File: src/prot_alarm_pkg.sv
// Package with register offsets, field positions, reset values and timing constants
// for the protection alarm and voting block.
// Assumes a 125 MHz monitor clock and a word-aligned Avalon-MM register space.
package prot_alarm_pkg;
  localparam int CLK_MHZ = 125;
  localparam int ADDR_W = 8;
  // Register byte offsets.
  localparam logic [7:0] OFS_CTRL = 8'h00;
  localparam logic [7:0] OFS_MULT = 8'h04;
  localparam logic [7:0] OFS_ACCESS = 8'h08;
  localparam logic [7:0] OFS_CMD = 8'h0c;
  localparam logic [7:0] OFS_STATUS = 8'h10;
  localparam logic [7:0] OFS_TEMPMAX = 8'h14;
  localparam logic [7:0] OFS_PEAK = 8'h18;
  localparam logic [7:0] OFS_ALERTSP = 8'h1c;
  localparam logic [7:0] OFS_DANGERSP = 8'h20;
  localparam logic [7:0] OFS_TEMPSP = 8'h24;
  localparam logic [7:0] OFS_DELAY = 8'h28;
  localparam logic [7:0] OFS_SPEED = 8'h2c;
  // Control register fields.
  localparam int CTRL_W = 5;
  localparam int CB_VIBDUAL = 0;
  localparam int CB_TEMPPAIR = 1;
  localparam int CB_UPSCALE = 2;
  localparam int CB_UNITF = 3;
  localparam int CB_MAGNETIC = 4;
  // Command register fields.
  localparam int CMD_PEAKCLR = 8;
  // Status register fields.
  localparam int ST_MULT = 8;
  localparam int ST_TEMPFLT = 9;
  localparam int ST_VIBDNG = 10;
  localparam int ST_TEMPDNG = 11;
  localparam int ST_UNLOCK = 12;
  localparam int ST_ALERT = 16;
  // Multiplier factors.
  localparam logic [1:0] MULT_X2 = 2'h2;
  localparam logic [1:0] MULT_X3 = 2'h3;
  localparam logic [1:0] MULT_RST = MULT_X3;
  // Value written to the access register that opens one protected write.
  localparam logic [31:0] ACCESS_KEY = 32'h0000a5c3;
  // Setpoint and delay reset values.
  localparam logic [15:0] ALERTSP_RST = 16'hffff;
  localparam logic [15:0] DANGERSP_RST = 16'hffff;
  localparam logic [15:0] DELAY_RST = 16'h0001;
  // Temperature: one degree per count, full scale covers 1023 degrees.
  localparam int TEMP_W = 10;
  localparam logic [TEMP_W-1:0] TEMP_ZERO = 10'h000;
  localparam logic [TEMP_W-1:0] TEMP_FULL = 10'h3ff;
  localparam logic [TEMP_W-1:0] TEMPSP_RST = 10'h3ff;
  // Tachometer gate time in milliseconds.
  localparam int GATE_MS = 1000;
  localparam int GATE_CYCLES = GATE_MS * 1000 * CLK_MHZ;
endpackage

File: src/protection_alarm_voting.sv
// Alarm, voting and supervision logic: casing vibration fault latching and voting,
// setpoint multiplier, temperature voting and maximum, peak speed hold.
// Assumes all inputs are synchronous to mclk and measurement strobes last one cycle.
// How it works
// RQ1: Open or short on a vibration channel input raises that channel's fault.
// RQ2: Fault latches, blocks the channel, clears only when gone and channel reset.
// RQ3: Multiplier factor write needs the access key written immediately before.
// RQ4: Closed multiplier contact scales alert and danger setpoints by two or three.
// RQ5: Multiplier factor resets to three.
// RQ6: Lamp output is driven while the multiplier is active.
// RQ7: Amplitude outputs pass the measured value unchanged; only thresholds move.
// RQ8: Vibration danger combines channels by dual voting or by OR, selectable.
// RQ9: Any temperature monitor or sensor fault raises the circuit-fault status alarm.
// RQ10: Faulted temperature channel reads zero unless upscale failing is chosen.
// RQ11: Temperatures are whole degrees, C or F, span at least 0 to 150 C.
// RQ12: All temperatures are shown and the highest one is picked automatically.
// RQ13: Single mode: temperature danger when any sensor reaches its setpoint.
// RQ14: Pair mode: danger only when both sensors of a pair reach it.
// RQ15: Pair voting is default with load-zone pair fitted, OR otherwise.
// RQ16: Peak speed is held and raised whenever a measured speed exceeds it.
// RQ17: Peak clear comes from a keyed local input or a keyed remote command.
// RQ18: Speed pulses come from a proximity probe or a magnetic sensor, selectable.
// RQ19: Dual voting danger needs both channels over setpoint for the whole delay.
// RQ20: Comparisons run on each measurement strobe; reset clears alarm outputs.
// RQ21: A latched faulted channel gives no danger vote.
`timescale 1ns/1ns
module protection_alarm_voting #(
  parameter int NVIB = 2,
  parameter int NTEMP = 4,
  parameter int AMP_W = 16,
  parameter bit LOAD_ZONE_PAIR = 1'b1,
  parameter int GATE_CYCLES = prot_alarm_pkg::GATE_CYCLES
) (
  input wire logic mclk,
  input wire logic rst_b,
  input wire logic [prot_alarm_pkg::ADDR_W-1:0] address,
  input wire logic read,
  input wire logic write,
  input wire logic [31:0] writedata,
  input wire logic [3:0] byteenable,
  output logic [31:0] readdata,
  output logic waitrequest,
  input wire logic vibValid,
  input wire logic [NVIB*AMP_W-1:0] vibAmp,
  input wire logic [NVIB-1:0] vibOpen,
  input wire logic [NVIB-1:0] vibShort,
  output logic [NVIB*AMP_W-1:0] vibAmpOut,
  output logic [NVIB-1:0] vibAlert,
  output logic [NVIB-1:0] vibFault,
  output logic vibDanger,
  input wire logic multContact,
  output logic multLamp,
  input wire logic tempValid,
  input wire logic [NTEMP*prot_alarm_pkg::TEMP_W-1:0] tempIn,
  input wire logic [NTEMP-1:0] tempSensorFault,
  input wire logic tempMonitorFault,
  output logic [NTEMP*prot_alarm_pkg::TEMP_W-1:0] tempShown,
  output logic [prot_alarm_pkg::TEMP_W-1:0] tempMax,
  output logic tempUnitF,
  output logic tempFaultAlarm,
  output logic tempDanger,
  input wire logic proxPulse,
  input wire logic magPulse,
  input wire logic localPeakClr,
  input wire logic localKeyOn,
  output logic [15:0] speed,
  output logic [15:0] peakSpeed
);
  localparam int TW = prot_alarm_pkg::TEMP_W;
  // Two spare bits keep a tripled full-scale setpoint from wrapping round.
  localparam int THR_W = AMP_W + 2;

  typedef struct packed {
    logic ack;
    logic [31:0] rdData;
    logic unlock;
    logic [prot_alarm_pkg::CTRL_W-1:0] ctrl;
    logic [1:0] mult;
    logic [15:0] alertSp;
    logic [15:0] dangerSp;
    logic [TW-1:0] tempSp;
    logic [15:0] delay;
    logic [NVIB-1:0] vibFault;
    logic [NVIB-1:0] vibAlert;
    logic [NVIB-1:0] vibOver;
    logic [15:0] dangerCnt;
    logic vibDanger;
    logic [NVIB*AMP_W-1:0] ampOut;
    logic multLamp;
    logic tempFaultAlarm;
    logic tempDanger;
    logic [TW-1:0] tempMax;
    logic [NTEMP*TW-1:0] tempShown;
    logic prevPulse;
    logic [31:0] gateCnt;
    logic [15:0] pulseCnt;
    logic [15:0] speed;
    logic [15:0] peak;
  } state_s;

  state_s st_ff;
  state_s nxt_st;

  function automatic logic [31:0] merge(input logic [31:0] old, input logic [31:0] nw,
                                        input logic [3:0] be);
    logic [31:0] r;
    r = old;
    for (int b = 0; b < 4; b++) begin
      if (be[b]) begin
        r[b*8 +: 8] = nw[b*8 +: 8];
      end
    end
    return r;
  endfunction

  always_comb begin
    logic take;
    logic [31:0] wv;
    logic [31:0] rv;
    logic [THR_W-1:0] alertThr;
    logic [THR_W-1:0] dangerThr;
    logic [THR_W-1:0] amp;
    logic healthy;
    logic cond;
    logic anyOver;
    logic allOver;
    logic [TW-1:0] tv;
    logic [TW-1:0] mx;
    logic tAny;
    logic tPair;
    logic pulse;
    logic peakClr;
    logic rise;
    logic [NVIB-1:0] chRst;
    take = 1'b0;
    wv = 32'h00000000;
    rv = 32'h00000000;
    alertThr = '0;
    dangerThr = '0;
    amp = '0;
    healthy = 1'b0;
    cond = 1'b0;
    anyOver = 1'b0;
    allOver = 1'b1;
    tv = prot_alarm_pkg::TEMP_ZERO;
    mx = prot_alarm_pkg::TEMP_ZERO;
    tAny = 1'b0;
    tPair = 1'b0;
    pulse = 1'b0;
    peakClr = 1'b0;
    rise = 1'b0;
    chRst = '0;
    nxt_st = st_ff;

    // Bus answer: the request is acknowledged one cycle after it is seen and acted on
    // at the edge where the master samples waitrequest low.
    take = (read || write) && st_ff.ack;
    nxt_st.ack = (read || write) && !st_ff.ack;
    if (take && write) begin
      // The key opens one write only; any write closes it again, so a stray key
      // cannot leave the protected settings open.
      nxt_st.unlock = 1'b0;
      case (address)
        prot_alarm_pkg::OFS_CTRL: begin
          wv = merge({27'h0, st_ff.ctrl}, writedata, byteenable);
          nxt_st.ctrl = wv[prot_alarm_pkg::CTRL_W-1:0];
        end
        prot_alarm_pkg::OFS_MULT: begin
          wv = merge({30'h0, st_ff.mult}, writedata, byteenable);
          // Only the two legal factors are accepted, and only right after the key.
          if (st_ff.unlock && (wv[1:0] == prot_alarm_pkg::MULT_X2 ||
                               wv[1:0] == prot_alarm_pkg::MULT_X3)) begin
            nxt_st.mult = wv[1:0]; // RQ3
          end
        end
        prot_alarm_pkg::OFS_ACCESS: begin
          nxt_st.unlock = (writedata == prot_alarm_pkg::ACCESS_KEY) && (byteenable == 4'hf);
        end
        prot_alarm_pkg::OFS_CMD: begin
          wv = merge(32'h00000000, writedata, byteenable);
          chRst = wv[NVIB-1:0];
          peakClr = wv[prot_alarm_pkg::CMD_PEAKCLR] && st_ff.unlock; // RQ17
        end
        prot_alarm_pkg::OFS_ALERTSP: begin
          wv = merge({16'h0, st_ff.alertSp}, writedata, byteenable);
          nxt_st.alertSp = wv[15:0];
        end
        prot_alarm_pkg::OFS_DANGERSP: begin
          wv = merge({16'h0, st_ff.dangerSp}, writedata, byteenable);
          nxt_st.dangerSp = wv[15:0];
        end
        prot_alarm_pkg::OFS_TEMPSP: begin
          wv = merge({22'h0, st_ff.tempSp}, writedata, byteenable);
          nxt_st.tempSp = wv[TW-1:0];
        end
        prot_alarm_pkg::OFS_DELAY: begin
          wv = merge({16'h0, st_ff.delay}, writedata, byteenable);
          nxt_st.delay = wv[15:0];
        end
        default: begin
        end
      endcase
    end
    if (nxt_st.ack && read) begin
      case (address)
        prot_alarm_pkg::OFS_CTRL: rv = {27'h0, st_ff.ctrl};
        prot_alarm_pkg::OFS_MULT: rv = {30'h0, st_ff.mult};
        prot_alarm_pkg::OFS_STATUS: begin
          rv[NVIB-1:0] = st_ff.vibFault;
          rv[prot_alarm_pkg::ST_MULT] = st_ff.multLamp;
          rv[prot_alarm_pkg::ST_TEMPFLT] = st_ff.tempFaultAlarm;
          rv[prot_alarm_pkg::ST_VIBDNG] = st_ff.vibDanger;
          rv[prot_alarm_pkg::ST_TEMPDNG] = st_ff.tempDanger;
          rv[prot_alarm_pkg::ST_UNLOCK] = st_ff.unlock;
          rv[prot_alarm_pkg::ST_ALERT +: NVIB] = st_ff.vibAlert;
        end
        prot_alarm_pkg::OFS_TEMPMAX: rv = {22'h0, st_ff.tempMax};
        prot_alarm_pkg::OFS_PEAK: rv = {16'h0, st_ff.peak};
        prot_alarm_pkg::OFS_ALERTSP: rv = {16'h0, st_ff.alertSp};
        prot_alarm_pkg::OFS_DANGERSP: rv = {16'h0, st_ff.dangerSp};
        prot_alarm_pkg::OFS_TEMPSP: rv = {22'h0, st_ff.tempSp};
        prot_alarm_pkg::OFS_DELAY: rv = {16'h0, st_ff.delay};
        prot_alarm_pkg::OFS_SPEED: rv = {16'h0, st_ff.speed};
        default: rv = 32'h00000000;
      endcase
      // Read data then stands until the next read answer, so a slow master
      // may still pick it up after waitrequest has risen again.
      nxt_st.rdData = rv;
    end

    // Setpoint multiplier moves only the thresholds; amplitudes pass through as measured.
    nxt_st.multLamp = multContact; // RQ6
    alertThr = multContact ? THR_W'(st_ff.alertSp) * THR_W'(st_ff.mult)
                           : THR_W'(st_ff.alertSp); // RQ4
    dangerThr = multContact ? THR_W'(st_ff.dangerSp) * THR_W'(st_ff.mult)
                            : THR_W'(st_ff.dangerSp); // RQ4

    for (int i = 0; i < NVIB; i++) begin
      // A present fault wins over a channel reset in the same cycle.
      if (vibOpen[i] || vibShort[i]) begin
        nxt_st.vibFault[i] = 1'b1; // RQ1
      end else if (chRst[i]) begin
        nxt_st.vibFault[i] = 1'b0; // RQ2
      end
      // The fault decided in this cycle already gates the compares, so a channel
      // that latches never shows an alert or casts a vote.
      healthy = !nxt_st.vibFault[i];
      if (vibValid) begin
        amp = THR_W'(vibAmp[i*AMP_W +: AMP_W]);
        nxt_st.ampOut[i*AMP_W +: AMP_W] = vibAmp[i*AMP_W +: AMP_W]; // RQ7
        nxt_st.vibAlert[i] = healthy && (amp >= alertThr); // RQ20
        nxt_st.vibOver[i] = healthy && (amp >= dangerThr); // RQ21
      end else if (!healthy) begin
        nxt_st.vibAlert[i] = 1'b0; // RQ2
        nxt_st.vibOver[i] = 1'b0; // RQ21
      end
      anyOver = anyOver || nxt_st.vibOver[i];
      allOver = allOver && nxt_st.vibOver[i];
    end
    cond = st_ff.ctrl[prot_alarm_pkg::CB_VIBDUAL] ? allOver : anyOver; // RQ8
    // The condition must hold without a break for the delay; any gap restarts the count.
    if (!cond) begin
      nxt_st.dangerCnt = 16'h0000; // RQ19
      nxt_st.vibDanger = 1'b0;
    end else if (st_ff.dangerCnt >= st_ff.delay) begin
      nxt_st.vibDanger = 1'b1; // RQ19
    end else begin
      nxt_st.dangerCnt = st_ff.dangerCnt + 16'h0001;
    end

    // Temperature: downscale failing keeps a dead sensor from casting a vote unless the setpoint is zero.
    nxt_st.tempFaultAlarm = tempMonitorFault || (|tempSensorFault); // RQ9
    if (tempValid) begin
      for (int t = 0; t < NTEMP; t++) begin
        if (tempSensorFault[t] || tempMonitorFault) begin
          tv = st_ff.ctrl[prot_alarm_pkg::CB_UPSCALE] ? prot_alarm_pkg::TEMP_FULL
                                                      : prot_alarm_pkg::TEMP_ZERO; // RQ10
        end else begin
          tv = tempIn[t*TW +: TW]; // RQ11
        end
        nxt_st.tempShown[t*TW +: TW] = tv; // RQ12
        if (tv > mx) begin
          mx = tv; // RQ12
        end
        tAny = tAny || (tv >= st_ff.tempSp); // RQ13
        // Pairs are neighbouring sensors; an odd last sensor votes in single mode only.
        if (t % 2 == 1) begin
          tPair = tPair || ((tv >= st_ff.tempSp) &&
                            (nxt_st.tempShown[(t-1)*TW +: TW] >= st_ff.tempSp)); // RQ14
        end
      end
      nxt_st.tempMax = mx;
      nxt_st.tempDanger = st_ff.ctrl[prot_alarm_pkg::CB_TEMPPAIR] ? tPair : tAny; // RQ14
    end

    // Tachometer: count pulse edges over a gate and keep the highest count.
    // Speed is edges per gate window; scaling to revolutions per minute is left
    // to software, which knows the teeth on the wheel.
    pulse = st_ff.ctrl[prot_alarm_pkg::CB_MAGNETIC] ? magPulse : proxPulse; // RQ18
    nxt_st.prevPulse = pulse;
    rise = pulse && !st_ff.prevPulse;
    if (rise && st_ff.pulseCnt != 16'hffff) begin
      nxt_st.pulseCnt = st_ff.pulseCnt + 16'h0001;
    end
    peakClr = peakClr || (localPeakClr && localKeyOn); // RQ17
    if (st_ff.gateCnt >= 32'(GATE_CYCLES - 1)) begin
      nxt_st.gateCnt = 32'h00000000;
      // An edge on the closing cycle opens the next window, so none is lost.
      nxt_st.pulseCnt = {15'h0000, rise};
      nxt_st.speed = st_ff.pulseCnt;
      if (st_ff.pulseCnt > st_ff.peak) begin
        nxt_st.peak = st_ff.pulseCnt; // RQ16
      end
    end else begin
      nxt_st.gateCnt = st_ff.gateCnt + 32'h00000001;
    end
    // A clear wins over an update in the same cycle, so the held value restarts
    // from zero and the next window alone sets it again.
    if (peakClr) begin
      nxt_st.peak = 16'h0000; // RQ17
    end
  end

  always_ff @(posedge mclk or negedge rst_b) begin
    if (!rst_b) begin
      st_ff.ack <= 1'b0;
      st_ff.rdData <= 32'h00000000;
      st_ff.unlock <= 1'b0;
      // Pair voting is the default only where the load-zone pair is fitted.
      st_ff.ctrl <= {4'h0, LOAD_ZONE_PAIR} << prot_alarm_pkg::CB_TEMPPAIR; // RQ15
      st_ff.mult <= prot_alarm_pkg::MULT_RST; // RQ5
      st_ff.alertSp <= prot_alarm_pkg::ALERTSP_RST;
      st_ff.dangerSp <= prot_alarm_pkg::DANGERSP_RST;
      st_ff.tempSp <= prot_alarm_pkg::TEMPSP_RST;
      st_ff.delay <= prot_alarm_pkg::DELAY_RST;
      st_ff.vibFault <= '0;
      st_ff.vibAlert <= '0; // RQ20
      st_ff.vibOver <= '0;
      st_ff.dangerCnt <= 16'h0000;
      st_ff.vibDanger <= 1'b0; // RQ20
      st_ff.ampOut <= '0;
      st_ff.multLamp <= 1'b0;
      st_ff.tempFaultAlarm <= 1'b0;
      st_ff.tempDanger <= 1'b0; // RQ20
      st_ff.tempMax <= prot_alarm_pkg::TEMP_ZERO;
      st_ff.tempShown <= '0;
      st_ff.prevPulse <= 1'b0;
      st_ff.gateCnt <= 32'h00000000;
      st_ff.pulseCnt <= 16'h0000;
      st_ff.speed <= 16'h0000;
      st_ff.peak <= 16'h0000;
    end else begin
      st_ff <= nxt_st;
    end
  end

  assign readdata = st_ff.rdData;
  assign waitrequest = !st_ff.ack;
  assign vibAmpOut = st_ff.ampOut;
  assign vibAlert = st_ff.vibAlert;
  assign vibFault = st_ff.vibFault;
  assign vibDanger = st_ff.vibDanger;
  assign multLamp = st_ff.multLamp;
  assign tempShown = st_ff.tempShown;
  assign tempMax = st_ff.tempMax;
  // The unit flag only labels the values; nothing is converted, so the setpoint
  // must be written in the same unit as the sensors deliver.
  assign tempUnitF = st_ff.ctrl[prot_alarm_pkg::CB_UNITF]; // RQ11
  assign tempFaultAlarm = st_ff.tempFaultAlarm;
  assign tempDanger = st_ff.tempDanger;
  assign speed = st_ff.speed;
  assign peakSpeed = st_ff.peak;
endmodule

File: config.mk
export PLATFORM = sky130hd
export DESIGN_NAME = protection_alarm_voting
export DESIGN_NICKNAME = d
export VERILOG_FILES = /design/src/prot_alarm_pkg.sv /design/src/protection_alarm_voting.sv
export SDC_FILE = /design/constraint.sdc
export NUM_CORES = 1
export LEC_CHECK = 0
export BUFFER_PORTS_ARGS = -buffer_cell sky130_fd_sc_hd__buf_2
export CAP_MARGIN = 20
export CORE_AREA = 5 5 206 208
export CTS_CLUSTER_DIAMETER = 100
export DETAILED_ROUTE_END_ITERATION = 10
export DIE_AREA = 0 0 211 213
export PLACE_DENSITY = 0.81
export SYNTH_ARGS = -nofsm -noshare
export SYNTH_HDL_FRONTEND = slang
export SYNTH_SLANG_ARGS = --single-unit
File: constraint.sdc
create_clock -name mclk -period 5.4 [get_ports mclk]
set_clock_uncertainty 0.05 [all_clocks]
set_input_delay 1.08 -clock mclk [delete_from_list [all_inputs] [get_ports mclk]]
set_output_delay 1.08 -clock mclk [all_outputs]
set_load 0.03 [all_outputs]
## Word-level counts from Yosys, hierarchy flattened

Index checks and enable logic that the tools add are counted.

- Add/sub/neg operators: 3
- $mul: 2
- Magnitude comparators: 15
- Equal/unequal tests: 18
- Mux-type cells: 59
- Reductions and logical operators: 54

Operators by type and width:

| kind | count |
|---|---|
| two-way mux 10 bit | 16 |
| greater-or-equal comparator 16 x 18 -> 1 bit | 4 |
| two-way mux 16 bit | 4 |
| two-way mux 48 bit | 1 |
| one-hot mux 6 bit (8 select lines) | 1 |
| greater-or-equal comparator 10 bit | 4 |
| one-hot mux 5 bit (8 select lines) | 1 |
| multiplier 16 x 2 -> 18 bit | 2 |
| two-way mux 18 bit | 2 |
| adder 16 x 1 -> 16 bit, second input constant | 2 |
| adder 32 x 1 -> 32 bit, second input constant | 1 |
| == test 32 x 16 -> 1 bit, second input constant | 1 |
| == test 8 x 5 -> 1 bit, second input constant | 4 |
| == test 8 x 6 -> 1 bit, second input constant | 4 |
| greater-or-equal comparator 32 x 27 -> 1 bit, second input constant | 1 |
| two-way mux 32 bit | 1 |
| greater-than comparator 10 bit | 3 |
| AND reduction 3 bit | 10 |
| two-way mux 1 bit | 23 |
| one-hot mux 2 bit (10 select lines) | 1 |
| logical AND 1 bit | 17 |
| two-way mux 17 bit | 1 |
| == test 8 x 4 -> 1 bit, second input constant | 2 |
| greater-or-equal comparator 16 bit | 1 |
| 16 further kinds | 44 |

- Flip-flop bits (word level): 274
- Output and inout bits: 156

## Longest topological paths before layout

Gate-level depths: netlist of the first run.

- Depth in word-level cells: 14
- Depth in mapped cells: 30

## Worst setup path after synthesis of the first run

Ideal clock, no wire load.

- Path kind: input port to flip-flop
- Start point: input tempMonitorFault
- End point: register tempMax[0] (netlist name)
- Arrival time: 6.094 ns
- Path slack: -0.886 ns
- Stages: 28
- Cell sequence: clkbuf_1 > o21a_1 > clkbuf_1 > a21oi_1 > inv_1 > ha_1 > a21o_1 > a21oi_1 > clkbuf_1 > nor2_1 > a221oi_1 > nand3_1 > ha_1 > a21o_1 > a21o_1 > a21oi_1 > o211ai_1 > nand2_1 > mux2_2 > ha_1 > a21o_1 > a21o_1 > a21oi_1 > o211a_1 > a31oi_1 > nand2b_1 > buf_1 > o221ai_1

- Longest elaborated chain between the ends: 14
- Elaborated cells on any way between the ends: 23
- Those cells by class: order compare (4); mux (15); reduce/logical (4)

Ends and longest elaborated chain:

| what | line | RTL |
|---|---|---|
| start: declaration | protection_alarm_voting.sv:56 | `input wire logic tempMonitorFault,` |
| logical OR 1 bit | protection_alarm_voting.sv:275 | `if (tempSensorFault[t] \|\| tempMonitorFault) begin` |
| two-way mux 10 bit | protection_alarm_voting.sv:275 |  |
| two-way mux 10 bit | protection_alarm_voting.sv:273 | `if (tempValid) begin` |
| greater-than comparator 10 x 1 -> 1 bit | protection_alarm_voting.sv:282 | `if (tv > mx) begin` |
| two-way mux 10 bit | protection_alarm_voting.sv:282 |  |
| two-way mux 10 bit | protection_alarm_voting.sv:273 |  |
| greater-than comparator 10 bit | protection_alarm_voting.sv:282 |  |
| two-way mux 10 bit | protection_alarm_voting.sv:282 |  |
| two-way mux 10 bit | protection_alarm_voting.sv:273 |  |
| greater-than comparator 10 bit | protection_alarm_voting.sv:282 |  |
| two-way mux 10 bit | protection_alarm_voting.sv:282 |  |
| two-way mux 10 bit | protection_alarm_voting.sv:273 |  |
| greater-than comparator 10 bit | protection_alarm_voting.sv:282 |  |
| two-way mux 10 bit * | protection_alarm_voting.sv:282 |  |

Every way passes the cells marked *; elsewhere a longest branch is shown, timed or not. The select of a mux whose other input is x is not followed.
A chain may end at the register's enable or synchronous reset.

## Worst setup path in the final report of the first run

- Start point: input tempSensorFault[1]
- End point: register tempMax[1] (netlist name)

- Longest elaborated chain between the ends: 11

Ends and longest elaborated chain:

| what | line | RTL |
|---|---|---|
| start: declaration | protection_alarm_voting.sv:55 | `input wire logic [NTEMP-1:0] tempSensorFault,` |
| logical OR 1 bit * | protection_alarm_voting.sv:275 |  |
| two-way mux 10 bit * | protection_alarm_voting.sv:275 |  |
| two-way mux 10 bit * | protection_alarm_voting.sv:273 |  |
| greater-than comparator 10 bit | protection_alarm_voting.sv:282 |  |
| two-way mux 10 bit * | protection_alarm_voting.sv:282 |  |
| two-way mux 10 bit * | protection_alarm_voting.sv:273 |  |
| greater-than comparator 10 bit | protection_alarm_voting.sv:282 |  |
| two-way mux 10 bit * | protection_alarm_voting.sv:282 |  |
| two-way mux 10 bit * | protection_alarm_voting.sv:273 |  |
| greater-than comparator 10 bit | protection_alarm_voting.sv:282 |  |
| two-way mux 10 bit * | protection_alarm_voting.sv:282 |  |

Marked as above.

==> impl_metrics.env, run 1 <==
export IMPL_place_hpwl_microns=46000
export IMPL_cp_depth=28
export IMPL_required_ns=5.75
export IMPL_portBuffers=277
export IMPL_yosys_cell_types_count=82
export IMPL_ys_flop_type="dfrtp_1"
export IMPL_synth_top_area_share_pct=28.8
export IMPL_drt_iter0_markers=1624
export IMPL_avgViaCountPerCell=5.96
export IMPL_synthMuxAreaShare_pct=9.68
export IMPL_slew_violations=0
export IMPL_fin_crit_sh_pct=104
export IMPL_multiInputGateArea_sq_mm=0.0118
export IMPL_post_route_util_pct=58.1
export IMPL_ir_worst_vdd_v=0.000175
export IMPL_synthCells=2086
export IMPL_final_setup_worst_slack_ns=-0.206
export IMPL_routed_wl_microns=60300
export IMPL_cp_end_kind="register"
export IMPL_switching_share_pct=30.4
export IMPL_dr_total_vias=17200
export IMPL_async_reset_ff_share_pct=100
export IMPL_ff2ff_path_depth=27
export IMPL_power_frac_comb_pct=23.3
export IMPL_p_sw_uw=1800
export IMPL_syn_to_final_growth_pct=18.3
export IMPL_final_common_cell="buf_2"
export IMPL_synth_warning_count=0
export IMPL_drcViolationCount=0
export IMPL_gp_congestion=0.973
export IMPL_cp_slowest_cell="ha_4"
export IMPL_synthAdderAreaFrac_pct=12.8
export IMPL_grt_pass1_wl_microns=92200
export IMPL_power_frac_seq_pct=37.8
export IMPL_cts_made_buffers=34
export IMPL_p_int_uw=4120
export IMPL_totalPowerFinal_uw=5920
export IMPL_io_pins=292
export IMPL_cts_tree="yes"
export IMPL_synth_avg_cell_area_sq_um=9.51
export IMPL_clkLatencyLatePin_ns=0.55
export IMPL_setup_viol=10
export IMPL_whs_path_depth=1
export IMPL_fin_crit_ns=5.61
export IMPL_cts_max_level=2
export IMPL_worst_slew_pin_slew_ns=0.963
export IMPL_worst_path_largest_cell_delay_ns=0.34
export IMPL_final_setup_tns_ns=-1.83
export IMPL_grtUsageTotal_pct=25.6
export IMPL_die_height_microns=213
export IMPL_antenna_found_initial=4
export IMPL_hold_path_class="register to register"
export IMPL_ys_seq_area_share_pct=34.9
export IMPL_worstSetupPathType="input pin to register"
export IMPL_die_w_microns=211
export IMPL_synth_top_area_cell="dfrtp_1"
export IMPL_ys_ff_latch=274
export IMPL_start_util_pct=49.1
export IMPL_dieArea_sq_mm=0.0449
export IMPL_nets=2668
export IMPL_cp_arrival_ns=5.95
export IMPL_cts_root_buffer="clkbuf_16"
export IMPL_regArea_sq_mm=0.00691
export IMPL_drive_above_1_share_pct=31.7
export IMPL_cp_top_family="compound AO/OA/AOI/OAI gates"
export IMPL_syn_area_sq_mm=0.0198
export IMPL_synth_top_family_by_area="simple AND/OR/NAND/NOR gates"
export IMPL_wl_per_cell_microns=20.9
export IMPL_violations="negative setup slack"
export IMPL_synth_xor_area_share_pct=3.13
export IMPL_clk_pin_slew_worst_paths_ns=0.06
export IMPL_synth_compound_area_share_pct=14.8
export IMPL_relSlewSlack_pct=35.7
export IMPL_rows=74
export IMPL_fillers=3360
export IMPL_crit_buf_inv=6
export IMPL_place_ws_ns=-0.849
export IMPL_netlist_top_cells_area="dfrtp_1 (29%), ha_1 (13%), mux2_2 (7.2%)"
export IMPL_gr_total_overflow=0
export IMPL_max_freq_mhz=178
export IMPL_clockPowerShare_pct=38.9
export IMPL_ant_nets=0
export IMPL_cts_num_sinks=274
export IMPL_core_area_sq_mm=0.0404
export IMPL_rsz0062_at_grt="true"
export IMPL_p_leak_uw=0.0111
export IMPL_synth_edf_count=0
export IMPL_maxCapViolations=0
export IMPL_finalHoldViolCount=0
export IMPL_first_pass_iters=7
export IMPL_status="complete, but fails checks"
export IMPL_crit_fanout=7
export IMPL_hold_buffers=0
export IMPL_cts_max_path_buffers=3
export IMPL_power_density_mw_per_mm2=252
export IMPL_grt_max_degree=116
export IMPL_startpoint_type="input pin"
export IMPL_most_common_layout_cells="buf_2 (274), dfrtp_1 (228), ha_1 (179), nor2_1 (131), nand2_1 (130)"
export IMPL_grt_pass1_vias=17300
export IMPL_synthSimpleGateAreaFrac_pct=15.5
-- logic make-up after synthesis --
logic type	count (synthesis)
other	1
adders and majority gates	201
xor gates and xnor gates	71
muxes	176
and+or+nand+nor	596
AOI/OAI and AO/OA	437
DFF	274
buffers and inverters	330
-- cells in the mapped netlist, types with 22 or more instances --
cell      number
and2_1        76
a222oi_1      22
nand4_1       47
o21ai_0       71
buf_4        156
nand2_1      131
clkbuf_1      48
a31oi_1       24
and3_1        24
xor2_1        31
ha_1         199
xnor2_1       40
nor3_1        34
nor2_1       134
inv_1        109
dfstp_2       46
nand3_1       60
a21oi_1      138
dfrtp_1      228
mux2i_1       49
a21o_1        46
mux2_2       127
-- routing by layer --
metal	track usage [%]	routed length, microns	up-vias
li1	-	-	7890
met2	43.0	29100	695
met5	0	22	-
met1	31.9	23600	8462
met3	5.77	4870	161
met4	11.3	2640	4
-- power groups by stage --
stage | Sequential (uW) | Combinational, uW | Clock (uW)
4_1_cts | 2240 | 1250 | 2340
2_1_floorplan | 2230 | 840 | 0
5_1_grt | 2250 | 1480 | 2410
6_report | 2240 | 1380 | 2300
3_5_place_dp | 2270 | 1160 | 0
3_3_place_gp | 2270 | 1120 | 0
-- path summary, 6_finish.rpt --
path                                       to               start  slack [ns]
worst max-delay path               tempMax[1]  tempSensorFault[1]       -0.21
worst min-delay path             readdata[10]        readdata[10]        0.42
max in group asynchronous          st_ff[189]               rst_b        3.59
worst max register to register     tempMax[1]          st_ff[251]       -0.01
worst min register to register   readdata[10]        readdata[10]        0.42
min in group asynchronous       vibAmpOut[27]               rst_b        0.59
-- flip-flops by register name, summed over array words and instances, names as in the netlist, 2 cells and up, named ones only --
register   flops
st_ff        132
tempMax       10
tempShown     40
vibFault       2
peakSpeed     16
readdata      18
vibAlert       2
speed         16
vibAmpOut     32
-- repair_timing --
action,4_1_cts,5_1_grt
resized for setup,43,59
endpoints found under the setup margin,10,10
buffers inserted,22,11
pin swaps,27,37
-- final cells by class --
cell class                      count  area share [%]
Sequential cell                   274            29.5
Tap cell                          532            2.84
Inverter                          109            1.74
Multi-Input combinational cell   1500            50.3
Antenna cell                        3          0.0320
Clock buffer                       49            4.04
Timing Repair Buffer              412            10.9
Clock inverter                     10           0.677
-- metrics by stage --
step / cell area [sq um] / instances / hold WS (ns)
floorplan: 20100 / 2104 / 0.400
global placement: 21400 / 2792 / 0.410
detailed placement: 21400 / 2792 / 0.416
CTS: 22900 / 2872 / 0.429
global route: 23500 / 2888 / 0.450
finish: 23500 / 2889 / 0.423
Power figures use the tool's default switching activity.
==> run 2, diff against run 1 <==
CTS_CLUSTER_SIZE = 20   (was not set)
TNS_END_PERCENT = 30   (was not set)
==> run 2 against run 1 <==
  * Largest cell class unchanged
  * Register-to-register slack improved by 0.03 ns
  * Critical endpoint is now tempMax[5]
  * Non-clock buffer count is 16 higher
  * The run still ends with negative setup slack left
  * Highest routed layer unchanged
  * Combinational power rose by 4%
==> impl_metrics.env, run 2 (synthesized netlist as in run 1, its figures left out) <==
export IMPL_hold_buffers=0
export IMPL_finalInstanceArea_sq_mm=0.0229
export IMPL_power_frac_seq_pct=43.9
export IMPL_cpMostUsedCell="buf_4"
export IMPL_cts_num_sinks=274
export IMPL_grt_pass1_vias=17100
export IMPL_finalHoldViolCount=0
export IMPL_fin_hold_ws_ns=0.433
export IMPL_grtUsageTotal_pct=25.2
export IMPL_avgViaCountPerCell=5.84
export IMPL_syn_to_final_growth_pct=15.5
export IMPL_hp_start="readdata[7]"
export IMPL_first_pass_iters=7
export IMPL_routed_wl_microns=58800
export IMPL_violations="negative setup slack"
export IMPL_die_w_microns=211
export IMPL_whs_path_depth=1
export IMPL_setup_viol=10
export IMPL_start_util_pct=49.1
export IMPL_relSlewSlack_pct=25.1
export IMPL_hold_end="readdata[7]"
export IMPL_regArea_sq_mm=0.00691
export IMPL_drt_iter0_markers=1361
export IMPL_grt_use_met3_pct=4.98
export IMPL_hold_path_class="register to register"
export IMPL_dr_total_vias=16800
export IMPL_place_hpwl_microns=45400
export IMPL_gr_total_overflow=0
export IMPL_drcViolationCount=0
export IMPL_final_setup_worst_slack_ns=-0.191
export IMPL_top_register="st_ff"
export IMPL_antenna_found_initial=6
export IMPL_cts_max_level=1
export IMPL_maxCapViolations=0
export IMPL_cts_tree="yes"
export IMPL_cts_made_buffers=18
export IMPL_rsz0062_at_grt="true"
export IMPL_drive_above_1_share_pct=30.9
export IMPL_io_pins=292
export IMPL_final_setup_tns_ns=-1.56
export IMPL_fin_crit_sh_pct=104
export IMPL_most_common_layout_cells="buf_2 (273), dfrtp_1 (228), ha_1 (184), buf_4 (136), nor2_1 (131)"
export IMPL_r2r_start="st_ff[251]"
export IMPL_ir_worst_vdd_v=0.000227
export IMPL_top_usage_layer="met2"
export IMPL_fin_crit_ns=5.59
export IMPL_globalRouteMet2Util_pct=42.1
export IMPL_largest_reg_flops=132
export IMPL_rrSetupSlack_ns=0.02
export IMPL_cp_arrival_ns=5.91
export IMPL_worst_slew_pin_slew_ns=1.12
export IMPL_core_area_sq_mm=0.0404
export IMPL_clk_pin_slew_worst_paths_ns=0.09
export IMPL_totalPowerFinal_uw=5090
export IMPL_rows=74
export IMPL_grt_pass1_wl_microns=91600
export IMPL_cts_root_buffer="clkbuf_16"
export IMPL_status="complete, but fails checks"
export IMPL_power_density_mw_per_mm2=222
export IMPL_die_height_microns=213
export IMPL_fillers=3476
export IMPL_worstSetupPathType="input pin to register"
export IMPL_p_int_uw=3450
export IMPL_clkLatencyLatePin_ns=0.54
export IMPL_ff2ff_path_depth=30
export IMPL_nets=2670
export IMPL_crit_fanout=5
export IMPL_switching_share_pct=32.4
export IMPL_required_ns=5.72
export IMPL_use_met1_pct=32.7
export IMPL_portBuffers=277
export IMPL_placed_area_sq_mm=0.0214
export IMPL_clockPowerShare_pct=27.8
export IMPL_cp_end_kind="register"
export IMPL_wl_per_cell_microns=20.4
export IMPL_cp_slowest_cell="nor3_4"
export IMPL_multiInputGateArea_sq_mm=0.0117
export IMPL_p_sw_uw=1650
export IMPL_power_frac_comb_pct=28.4
export IMPL_ant_nets=0
export IMPL_max_freq_mhz=179
export IMPL_final_common_cell="buf_2"
export IMPL_cts_max_path_buffers=3
export IMPL_gp_congestion=0.964
export IMPL_r2r_end="tempMax[5]"
export IMPL_worst_path_largest_cell_delay_ns=0.29
export IMPL_slew_violations=0
export IMPL_grt_max_degree=134
export IMPL_place_ws_ns=-0.992
export IMPL_startpoint_type="input pin"
export IMPL_dieArea_sq_mm=0.0449
export IMPL_p_leak_uw=0.0109
run 2: cell type report:
cell class | count | area share (%)
timing repair buffer | 428 | 11.6
clock inverter | 3 | 0.180
multi-input combinational | 1502 | 51.1
clock buffer | 29 | 2.19
antenna | 6 | 0.0655
inverter | 109 | 1.79
tap | 532 | 2.90
sequential | 274 | 30.2
run 2: worst max-delay path by stage:
stage	endpoint	cells after the start	slack (ns)	startpoint
4_1_cts	tempMax[7]	27	-0.01	tempSensorFault[1]
3_5_place_dp	tempMax[4]	26	-0.99	tempSensorFault[1]
6_report	tempMax[5]	31	-0.19	tempSensorFault[1]
5_1_grt	tempMax[4]	29	-0.36	tempSensorFault[0]
2_1_floorplan	tempMax[0]	27	-0.31	tempMonitorFault
3_3_place_gp	tempMax[4]	26	-0.79	tempSensorFault[1]
run 2: stage by stage:
| step | utilization, % | cells |
|---|---|---|
| after global placement | 53.1 | 2792 |
| after detailed placement | 53.1 | 2792 |
| after floorplan | - | 2104 |
| after CTS | 56.0 | 2873 |
| final | 56.8 | 2883 |
| after global routing | 56.8 | 2881 |
run 2: routing by layer:
layer / part of all wire, % / up-vias
met2: 47 / 608
met1: 41 / 8210
met3: 7.3 / 165
li1: - / 7860
met4: 4.2 / 2
met5: 0.022 / -
run 2: what timing repair did:
item | 4_1_cts | 5_1_grt
cloned | 4 | 0
buffers inserted | 46 | 2
setup endpoints to repair | 10 | 10
pin swaps | 23 | 33
gates resized for setup | 44 | 50
run 2: critical path, delay by kind of cell:
family	cells	cell delay, ns
buffers and inverters	14	1.73
AND/OR/NAND/NOR	5	0.78
adder cells (fa/ha/maj)	2	0.48
multiplexers	1	0.28
AO/OA/AOI/OAI	9	1.55
run 2: power groups by stage:
stage               Combinational [uW]  Clock [uW]  Sequential (uW)
detailed placement                1160           0             2270
finish                            1440        1410             2240
CTS                               1350        1450             2230
global route                      1550        1520             2240
floorplan                          840           0             2230
global placement                  1120           0             2270
